## src/hw/pmbsf_pkg.sv

```systemverilog
// Purpose: constants and carrier types for the status flag bank
// Assumes: command codes and data bytes arrive already decoded
// Notes: offsets are command codes, one byte per register

package pmbsf_pkg;

    // ------------------------------------------------------------
    // command codes of the three status bytes
    // ------------------------------------------------------------
    localparam logic [7:0] CMD_LINK_ERROR_FLAG_LOGIC_MEMORY_FLAGS = 8'h7E;
    localparam logic [7:0] CMD_OTHER_FLAGS = 8'h7F;
    localparam logic [7:0] CMD_VENDOR_FAULT_FLAGS = 8'h80;

    // ------------------------------------------------------------
    // reset values and masks of latched, writable-to-clear bits
    // ------------------------------------------------------------
    localparam logic [7:0] FLAGS_RESET = 8'h00;
    localparam logic [7:0] CML_LATCH_MASK = 8'hFA;
    localparam logic [7:0] OTHER_LATCH_MASK = 8'h01;
    localparam logic [7:0] VENDOR_LATCH_MASK = 8'h8E;

    // ------------------------------------------------------------
    // field positions
    // ------------------------------------------------------------
    localparam int BAD_COMMAND_BIT = 7;
    localparam int BAD_DATA_BIT = 6;
    localparam int PEC_FAIL_BIT = 5;
    localparam int MEM_ERROR_BIT = 4;
    localparam int LOGIC_CORE_ERROR_BIT = 3;
    localparam int LINK_ERROR_BIT = 1;
    localparam int EARLIEST_ALERTER_BIT = 0;
    localparam int POWER_ON_FAULT_BIT = 7;
    localparam int SELF_CHECK_BIT = 6;
    localparam int VOUT_RESET_BIT = 3;
    localparam int BACKCHANNEL_FAULT_BIT = 2;
    localparam int SYNC_FAULT_BIT = 1;

    // one decoded command from the protocol engine
    typedef struct packed {
        logic valid;      // one-cycle strobe
        logic write;      // 1 = write byte, 0 = read byte
        logic [7:0] code; // command code
        logic [7:0] data; // write data byte
    } pmbsf_cmd_t;

    // fault events (pulses) and live conditions (levels)
    typedef struct packed {
        logic bad_command;
        logic bad_data;
        logic pec_fail;
        logic mem_error;
        logic logic_core_error;
        logic link_error;
        logic backchannel_link_error_flag_error;
        logic ro_write;
        logic first_alert;
        logic trim_check_bad;
        logic nvm_sum_bad;
        logic pin_detect_bad;
        logic vout_reset;
        logic backchannel_fault;
        logic sync_fault;
        logic self_check_busy;
        logic followers_pending;
    } pmbsf_evt_t;

endpackage

```

## src/hw/pmbsf_status_flags.sv

```systemverilog
// Purpose: communication, other and vendor status flag bytes
// Assumes: protocol engine hands over decoded commands and events
// Notes: summary and alert request update on the same edge as flags
//
// What this block does
// - invalid command sets bad command flag
// - invalid data sets bad data flag
// - failed packet check sets its flag
// - internal memory error sets its flag
// - logic core error sets its flag
// - other bus error sets link error flag
// - unsupported bits read zero, ignore writes
// - clear faults or write one clears
// - follower reports back-channel problem as link error
// - summary bit is OR of latched bits
// - summary clears when byte fully cleared
// - earliest alerter flag set when first
// - earliest alerter reads zero without alert
// - power-on check failure sets power fault
// - live self-check bit, unlatched, read only
// - output reset event sets its flag
// - back-channel fault sets its flag
// - frequency sync fault sets its flag
// - every alerting bit has a mask
// - write to read-only command is invalid

`timescale 1ns/1ps

module pmbsf_status_flags (
    // clock and reset
    input wire logic clk_i,
    input wire logic reset_i,
    // decoded commands
    input wire pmbsf_pkg::pmbsf_cmd_t cmd_i,
    input wire logic clear_faults_i,
    // fault sources
    input wire pmbsf_pkg::pmbsf_evt_t evt_i,
    input wire logic loop_follower_i,
    input wire logic alert_line_i,
    // alert masks
    input wire logic [7:0] mask_cml_i,
    input wire logic [7:0] mask_other_i,
    input wire logic [7:0] mask_vendor_i,
    // read answer
    output logic [7:0] rd_data_o,
    output logic rd_valid_o,
    // summaries and alert
    output logic cml_summary_o,
    output logic other_summary_o,
    output logic vendor_summary_o,
    output logic alert_req_o
);
    import pmbsf_pkg::*;

    // ------------------------------------------------------------
    // state
    // ------------------------------------------------------------
    logic [7:0] link_error_flag_logic_memory_flags; // latched byte at 0x7E
    logic [7:0] other_flags;             // latched byte at 0x7F
    logic [7:0] vendor_fault_flags;      // latched part of 0x80
    logic self_check_live;               // live bit of 0x80
    logic [7:0] next_cml;
    logic [7:0] next_other;
    logic [7:0] next_vendor;
    logic next_live;
    logic [7:0] next_rd_data;
    logic next_rd_valid;
    logic next_cml_sum;
    logic next_other_sum;
    logic next_vendor_sum;
    logic next_alert;
    // per-byte set and clear vectors
    logic [7:0] set_cml;
    logic [7:0] set_other;
    logic [7:0] set_vendor;
    logic [7:0] clr_cml;
    logic [7:0] clr_other;
    logic [7:0] clr_vendor;
    logic wr_cmd;
    logic rd_cmd;

    assign wr_cmd = cmd_i.valid & cmd_i.write;
    assign rd_cmd = cmd_i.valid & ~cmd_i.write;

    // ------------------------------------------------------------
    // next flag values: set wins over any clear in the same cycle
    // ------------------------------------------------------------
    always_comb
    begin
        set_cml = 8'h00;
        set_cml[BAD_COMMAND_BIT] = evt_i.bad_command
            | evt_i.ro_write;
        set_cml[BAD_DATA_BIT] = evt_i.bad_data;
        set_cml[PEC_FAIL_BIT] = evt_i.pec_fail;
        set_cml[MEM_ERROR_BIT] = evt_i.mem_error;
        set_cml[LOGIC_CORE_ERROR_BIT] = evt_i.logic_core_error;
        // followers fold back-channel trouble into the link flag
        set_cml[LINK_ERROR_BIT] = evt_i.link_error
            | (loop_follower_i & evt_i.backchannel_link_error_flag_error);
        set_other = 8'h00;
        set_other[EARLIEST_ALERTER_BIT] = evt_i.first_alert;
        set_vendor = 8'h00;
        set_vendor[POWER_ON_FAULT_BIT] = evt_i.trim_check_bad
            | evt_i.nvm_sum_bad | evt_i.pin_detect_bad;
        set_vendor[VOUT_RESET_BIT] = evt_i.vout_reset;
        set_vendor[BACKCHANNEL_FAULT_BIT] = evt_i.backchannel_fault;
        set_vendor[SYNC_FAULT_BIT] = evt_i.sync_fault;
        // clear faults wipes all, a write clears the ones written
        clr_cml = 8'h00;
        clr_other = 8'h00;
        clr_vendor = 8'h00;
        if (clear_faults_i)
        begin
            clr_cml = CML_LATCH_MASK;
            clr_other = OTHER_LATCH_MASK;
            clr_vendor = VENDOR_LATCH_MASK;
        end
        else if (wr_cmd && cmd_i.code == CMD_LINK_ERROR_FLAG_LOGIC_MEMORY_FLAGS)
        begin
            clr_cml = cmd_i.data & CML_LATCH_MASK;
        end
        else if (wr_cmd && cmd_i.code == CMD_OTHER_FLAGS)
        begin
            clr_other = cmd_i.data & OTHER_LATCH_MASK;
        end
        else if (wr_cmd && cmd_i.code == CMD_VENDOR_FAULT_FLAGS)
        begin
            clr_vendor = cmd_i.data & VENDOR_LATCH_MASK;
        end
        // the earliest alerter flag drops once the line is released
        if (!alert_line_i)
        begin
            clr_other = OTHER_LATCH_MASK;
        end
        // hold, clear, then set; unsupported bits forced low
        next_cml = ((link_error_flag_logic_memory_flags & ~clr_cml) | set_cml)
            & CML_LATCH_MASK;
        next_other = ((other_flags & ~clr_other) | set_other)
            & OTHER_LATCH_MASK;
        next_vendor = ((vendor_fault_flags & ~clr_vendor) | set_vendor)
            & VENDOR_LATCH_MASK;
        next_live = evt_i.self_check_busy | evt_i.followers_pending;
        // summaries follow the new flag values on the same edge
        next_cml_sum = |next_cml;
        next_other_sum = |next_other;
        next_vendor_sum = |next_vendor;
        // each latched bit can be blocked by its own mask bit
        next_alert = |(next_cml & ~mask_cml_i)
            | |(next_other & ~mask_other_i)
            | |(next_vendor & ~mask_vendor_i);
    end

    // ------------------------------------------------------------
    // read answer: current byte, one-cycle valid for mapped codes
    // ------------------------------------------------------------
    always_comb
    begin
        next_rd_data = 8'h00;
        next_rd_valid = 1'b0;
        if (rd_cmd && cmd_i.code == CMD_LINK_ERROR_FLAG_LOGIC_MEMORY_FLAGS)
        begin
            next_rd_data = link_error_flag_logic_memory_flags;
            next_rd_valid = 1'b1;
        end
        else if (rd_cmd && cmd_i.code == CMD_OTHER_FLAGS)
        begin
            next_rd_data = other_flags;
            next_rd_valid = 1'b1;
        end
        else if (rd_cmd && cmd_i.code == CMD_VENDOR_FAULT_FLAGS)
        begin
            next_rd_data = vendor_fault_flags;
            next_rd_data[SELF_CHECK_BIT] = self_check_live;
            next_rd_valid = 1'b1;
        end
    end

    // ------------------------------------------------------------
    // registers
    // ------------------------------------------------------------
    always_ff @(posedge clk_i or posedge reset_i)
    begin
        if (reset_i)
        begin
            link_error_flag_logic_memory_flags <= FLAGS_RESET;
            other_flags <= FLAGS_RESET;
            vendor_fault_flags <= FLAGS_RESET;
            self_check_live <= 1'b0;
            rd_data_o <= 8'h00;
            rd_valid_o <= 1'b0;
            cml_summary_o <= 1'b0;
            other_summary_o <= 1'b0;
            vendor_summary_o <= 1'b0;
            alert_req_o <= 1'b0;
        end
        else
        begin
            link_error_flag_logic_memory_flags <= next_cml;
            other_flags <= next_other;
            vendor_fault_flags <= next_vendor;
            self_check_live <= next_live;
            rd_data_o <= next_rd_data;
            rd_valid_o <= next_rd_valid;
            cml_summary_o <= next_cml_sum;
            other_summary_o <= next_other_sum;
            vendor_summary_o <= next_vendor_sum;
            alert_req_o <= next_alert;
        end
    end
endmodule

```

## config.mk

```make
export PLATFORM = sky130hd
export DESIGN_NAME = pmbsf_status_flags
export DESIGN_NICKNAME = d
export VERILOG_FILES = /design/src/hw/pmbsf_pkg.sv /design/src/hw/pmbsf_status_flags.sv
export SDC_FILE = /design/constraint.sdc
export NUM_CORES = 1
export LEC_CHECK = 0
export BUFFER_PORTS_ARGS = -buffer_cell sky130_fd_sc_hd__buf_4
export CORE_MARGIN = 4
export CORE_UTILIZATION = 41
export CTS_CLUSTER_SIZE = 10
export DETAILED_ROUTE_END_ITERATION = 6
export PLACE_DENSITY = 0.81
export SLEW_MARGIN = 0
export SYNTH_ARGS = -nofsm -noshare
export SYNTH_HDL_FRONTEND = slang
export SYNTH_SLANG_ARGS = --single-unit
```

## constraint.sdc

```tcl
create_clock -name clk_i -period 2 [get_ports clk_i]
set_clock_uncertainty 0.15 [all_clocks]
set_input_delay 0.2 -clock clk_i [delete_from_list [all_inputs] [get_ports clk_i]]
set_output_delay 0.2 -clock clk_i [all_outputs]
set_load 0.01 [all_outputs]
```

==> qor.txt, run 1 <==
setup bufs post-CTS - 0
gpl congestion - 0.799
largest net degree at the start of global routing - 25
initial antenna violation count - 0
routed len/inst - 16.9 um
core area - 2760 um2
status - finished clean
CP arrival - 1.89 ns
Die Height - 61.9 um
hpwl dp - 2940 um
Main synth FF type - dfrtp_1
Die ar. - 3840 um2
Mean Syn Cell Area - 10.6 um2
Fmax achieved - 0.548 GHz
biggest regs - rd_data_o: 8 flops, link_error_flag_logic_memory_flags: 6 flops, vendor_fault_flags: 4 flops
layout cells sized above 1 - 0.436
Mapped Nets - 176
Max Slew Vio Count - 0
Area growth, synth to finish - 63.0%
DR vias - 1,284
Clock Latency Late Sink - 0.32 ns
Layout Nets - 267
H-tree levels - 1
Post-Route WL - 3940 um
worst ir drop on vdd - 0.000591 V
DRT iter0 DRCs - 24
Worst EP required - 2.06 ns
period utilization - 0.912
Horiz. Die Dim - 61.9 um
ranking of synthesized cells by area - dfrtp_1 50%, inv_1 3.1%, a21oi_1 2.9%
Antenna Cells - 0
HP Class - input pin to flip-flop
Final Hold Fails - 0
Power Dens Cells - 505 nW/um2
number of setup violations in the final report - 0
CTS sink count - 24
max reg flops - 8
Yosys top cell area share - 0.504
Rows - 19
Tot GR Track Use - 0.229
antenna viol nets, final - 0
CTS tree - done
leakage - 0.904 nW
GRT overflow - 0
Longest Clk Path Bufs - 2
Post-Synthesis Cell Area - 1190 um2
top-level I/O count - 77
Setup WS pre-CTS - -0.0369 ns
#FFs+latches synth - 24
register clock-pin slew on the reported worst setup and hold paths - 0.13 ns
Initial Util - 0.432
critical-path maximum fanout - 2
MaxCap Viol Count - 0
R2R Setup Slk - 0.20 ns
crit path kind - input pin to flip-flop
Yosys cell types - 42
drt pass-1 iters - 4
commonest non-fill, non-tap cells in the layout - 74 x buf_4, 24 x dfrtp_1, 12 x dlygate4sd3_1, 10 x inv_1, 7 x a21oi_1
final cell count without fillers - 233
crit path launch type - input pin
Post-synth EDFFs - 0
Num CTS Buffers - 3
most common cell after layout, fill and taps aside - buf_4
dpl cells - 217
via/cell ratio - 5.51
sequential area share after synthesis - 0.504
first-pass GRT wire length - 6400 um
area leader, netlist - dfrtp_1
root buffer cell - clkbuf_4
TNS Setup - 0 ns
Tmin final - 1.82 ns
Synth warnings - 0
worst hold slack - 0.0338 ns
input/output buffers - 63
final setup margin - 0.176 ns
worst slew pin tran - 0.453 ns
residual DRC count - 0
vias in the first global route - 1,441
Setup crit end kind - flip-flop
Slew HR - 0.690
Async S/R FF share, synth - 1.00
post-CTS sizing - 0
unrepaired setup endpoints after global routing - false
Biggest register - rd_data_o
cell count after synthesis - 112
## layout make-up
cell class,count,area (um2)
inverters,10,37.5
fillers,211,815
flip-flops and latches,24,601
well taps,31,38.8
multi-input cells,78,554
repair buffers,86,676
clock buffers,4,36.3
## stage by stage
stage	power, mW	utilization	area, um2
after floorplan	0.583	-	1190
after global routing	1.03	0.705	1940
final	0.981	0.705	1940
after CTS	0.977	0.705	1940
after detailed placement	0.707	0.648	1790
after global placement	0.701	0.648	1790
## what timing repair did
action | CTS | global route
hold endpoints to repair | 32 | 0
hold buffers | 12 | 0
endpoints found under the setup margin | 0 | 0
## power breakdown
| part | leakage (nW) | internal, mW | total (mW) | switching (mW) |
|---|---|---|---|---|
| clock | 0.0210 | 0.112 | 0.258 | 0.147 |
| combinational | 0.605 | 0.125 | 0.214 | 0.0886 |
| sequential | 0.278 | 0.500 | 0.509 | 0.00867 |
| total | 0.904 | 0.737 | 0.981 | 0.244 |
## metal layers
metal | wire [um] | vias to the layer above | GRT usage
met5 | 0 | - | 0
met4 | 147 | 0 | 0.121
li1 | - | 600 | -
met1 | 1490 | 602 | 0.269
met3 | 295 | 16 | 0.0393
met2 | 2000 | 66 | 0.396
## worst max-delay path, stage by stage
cell and delay [ns]:
dlygate4sd3_1 0.55, buf_4 0.14, or3_4 0.39, nor3b_2 0.18, or4b_1 0.43
## cells in the mapped netlist, types with 2 or more instances
cell and number:
dfrtp_1 24, inv_1 10, a21oi_1 7, nand2b_1 5, nand3_1 5, a22o_1 4, and2_1 4, nand2_1 4
nand4_1 4, nor2b_1 4, nor2_1 3, a21o_1 2, a31oi_1 2, nand3b_1 2, nor3_1 2, nor4_1 2
o21bai_1 2, o22a_1 2
## cell families (layout without fill, tap and decap cells)
logic type	after synthesis	in the layout	synth area share
compound gates	30	30	0.193
flops	24	24	0.504
buf+inv	10	100	0.0315
simple gates	48	48	0.272
## final timing paths
kind | startpoint | endpoint | depth (start not counted)
max in group asynchronous | reset_i | rd_data_o[2] | 4
worst max register to register | link_error_flag_logic_memory_flags[7] | cml_summary_o | 5
min in group asynchronous | reset_i | rd_data_o[3] | 4
worst min register to register | link_error_flag_logic_memory_flags[4] | rd_data_o[4] | 1
worst max-delay path | evt_i[9] | cml_summary_o | 5
worst min-delay path | evt_i[3] | vendor_fault_flags[2] | 2
Note: power is estimated with default switching activity, not from simulation.
==> inputs of run 2 (changes only) <==
ABC_AREA = 1   (was not set)
CORE_MARGIN = 1.5   (was 4)
CORE_UTILIZATION = 42   (was 41)
PLACE_DENSITY = 0.82   (was 0.81)
==> qor.txt, run 2 <==
core area - 2760 um2 (unchanged)
Rows - 19 (unchanged)
Antenna Cells - 0 (unchanged)
drt pass-1 iters - 4 (unchanged)
CTS sink count - 24 (unchanged)
Horiz. Die Dim - 57.1 um (-7.8%)
residual DRC count - 0 (unchanged)
root buffer cell - clkbuf_4
commonest non-fill, non-tap cells in the layout - 64 x buf_4, 37 x nand2_1, 34 x inv_1, 27 x nor2_1, 24 x dfrtp_1
largest net degree at the start of global routing - 25 (unchanged)
Worst EP required - 2.05 ns (about the same)
area leader, netlist - dfrtp_1
max reg flops - 8 (unchanged)
Layout Nets - 312 (+17%)
biggest regs - rd_data_o: 8 flops, link_error_flag_logic_memory_flags: 6 flops, vendor_fault_flags: 4 flops
setup bufs post-CTS - 0 (unchanged)
ranking of synthesized cells by area - dfrtp_1 49%, nand2_1 11%, inv_1 10%
Synth warnings - 0 (unchanged)
layout cells sized above 1 - 0.329 (-0.106)
sequential area share after synthesis - 0.489 (-0.0149)
CP arrival - 1.88 ns (about the same)
Longest Clk Path Bufs - 2 (unchanged)
Post-Synthesis Cell Area - 1230 um2 (+3.0%)
unrepaired setup endpoints after global routing - false
period utilization - 0.917 (+0.00499)
CTS tree - done
Yosys top cell area share - 0.489 (-0.0149)
Post-Route WL - 3230 um (-18%)
Biggest register - rd_data_o
Num CTS Buffers - 3 (unchanged)
Power Dens Cells - 479 nW/um2 (-5.2%)
worst ir drop on vdd - 0.000463 V (-22%)
DRT iter0 DRCs - 32 (+33%)
Area growth, synth to finish - 55.9%
HP Class - input pin to flip-flop
Main synth FF type - dfrtp_1
hold_buf cts - 15 (+3)
Slew HR - 0.788 (+0.0985)
Mapped Nets - 229 (+30%)
most common cell after layout, fill and taps aside - buf_4
most frequent cell after synthesis - nand2_1
leakage - 1.08 nW (+19%)
TNS Setup - 0 ns (unchanged)
H-tree levels - 1 (unchanged)
Initial Util - 0.446 (+0.0132)
Yosys cell types - 17 (-60%)
GRT overflow - 0 (unchanged)
Setup crit end kind - flip-flop
crit path launch type - input pin
register clock-pin slew on the reported worst setup and hold paths - 0.12 ns (about the same)
Die ar. - 3260 um2 (-15%)
DR vias - 1,293 (+0.70%)
hpwl dp - 2350 um (-20%)
Die Height - 57.1 um (-7.8%)
Tot GR Track Use - 0.206 (-0.0225)
Final Hold Fails - 0 (unchanged)
crit path kind - input pin to flip-flop
status - finished clean
#FFs+latches synth - 24 (unchanged)
critical-path maximum fanout - 3 (+1)
worst hold slack - 0.00582 ns (-0.0280 ns)
filler instances - 232 (+10%)
worst slew pin tran - 0.316 ns (-0.137 ns)
number of setup violations in the final report - 0 (unchanged)
cell count after synthesis - 165 (+47%)
via/cell ratio - 4.67 (-15%)
Async S/R FF share, synth - 1.00 (unchanged)
routed len/inst - 11.7 um (-31%)
Fmax achieved - 0.545 GHz (-0.54%)
post-CTS sizing - 0 (unchanged)
first-pass GRT wire length - 5170 um (-19%)
initial antenna violation count - 0 (unchanged)
Synth top cells by count - 37 x nand2_1, 34 x inv_1, 27 x nor2_1
Post-synth EDFFs - 0 (unchanged)
gpl congestion - 0.874 (+9.4%)
vias in the first global route - 1,267 (-12%)
Max Slew Vio Count - 0 (unchanged)
Clock Latency Late Sink - 0.31 ns (about the same)
Tmin final - 1.83 ns (+0.00998 ns)
input/output buffers - 63 (unchanged)
final core utilization - 0.695 (-0.00998)
antenna viol nets, final - 0 (unchanged)
Mean Syn Cell Area - 7.45 um2 (-30%)
top-level I/O count - 77 (unchanged)
MaxCap Viol Count - 0 (unchanged)
## run 2: cell types whose count changed after synthesis, sizes merged, moves of 5 or more
cell	before	now
nand2	4	46
nand3	5	13
nor2	3	31
a21oi	7	2
nand2b	5	0
inv	10	34
## run 2: cell families after synthesis
logic type             count (synthesis)  synth area share
buffers and inverters                 36             0.111
AO/OA/AOI/OAI                          6            0.0275
flip-flops                            24             0.489
AND/OR/NAND/NOR                       99             0.373
## run 2: area by class of cell
class,count,area (um2),share of cell area
Multi-Input combinational cell,105,492,0.257
Timing Repair Buffer,79,631,0.329
Clock buffer,3,22.5,0.0118
Inverter,35,131,0.0686
Tap cell,31,38.8,0.0202
Sequential cell,24,601,0.314
## run 2: metrics by stage
stage	power [mW]	cells	instance area, um2	worst slack, ns
after floorplan	0.598	165	1230	0.768
after global placement	0.693	259	1740	0.494
after detailed placement	0.699	259	1740	0.443
after CTS	0.918	277	1920	0.210
after global routing	0.964	277	1920	0.0988
final	0.917	277	1920	0.166
## run 2: final timing paths
| kind | from | endpoint | slack, ns | cells after the start |
|---|---|---|---|---|
| min in group asynchronous | reset_i | rd_data_o[5] | 0.32 | 4 |
| hold / removal | evt_i[14] | link_error_flag_logic_memory_flags[5] | 0.006 | 3 |
| setup reg to reg | vendor_fault_flags[7] | vendor_fault_flags[7] | 0.55 | 5 |
| setup / recovery | evt_i[16] | alert_req_o | 0.17 | 9 |
| hold reg to reg | link_error_flag_logic_memory_flags[4] | rd_data_o[4] | 0.36 | 2 |
| max in group asynchronous | reset_i | link_error_flag_logic_memory_flags[1] | 1.15 | 4 |
## run 2: critical path, stage by stage
cell and delay [ns]:
dlygate4sd3_1 0.54, buf_4 0.13, nor2_1 0.08, dlygate4sd3_1 0.57, nand2_2 0.07, nand2_1 0.06, nand2_1 0.06, nor2_1 0.09
nand3_1 0.08
## run 2: routing by layer
layer | up-vias | routed length [um] | track usage
met5 | - | 0 | 0
met4 | 0 | 51 | 0.0432
met3 | 8 | 226 | 0.0567
met2 | 52 | 1680 | 0.389
met1 | 570 | 1270 | 0.230
li1 | 663 | - | -
## run 2: power breakdown
group          internal, mW  switching, mW
clock network        0.0705          0.133
logic                 0.113         0.0943
registers             0.500        0.00601
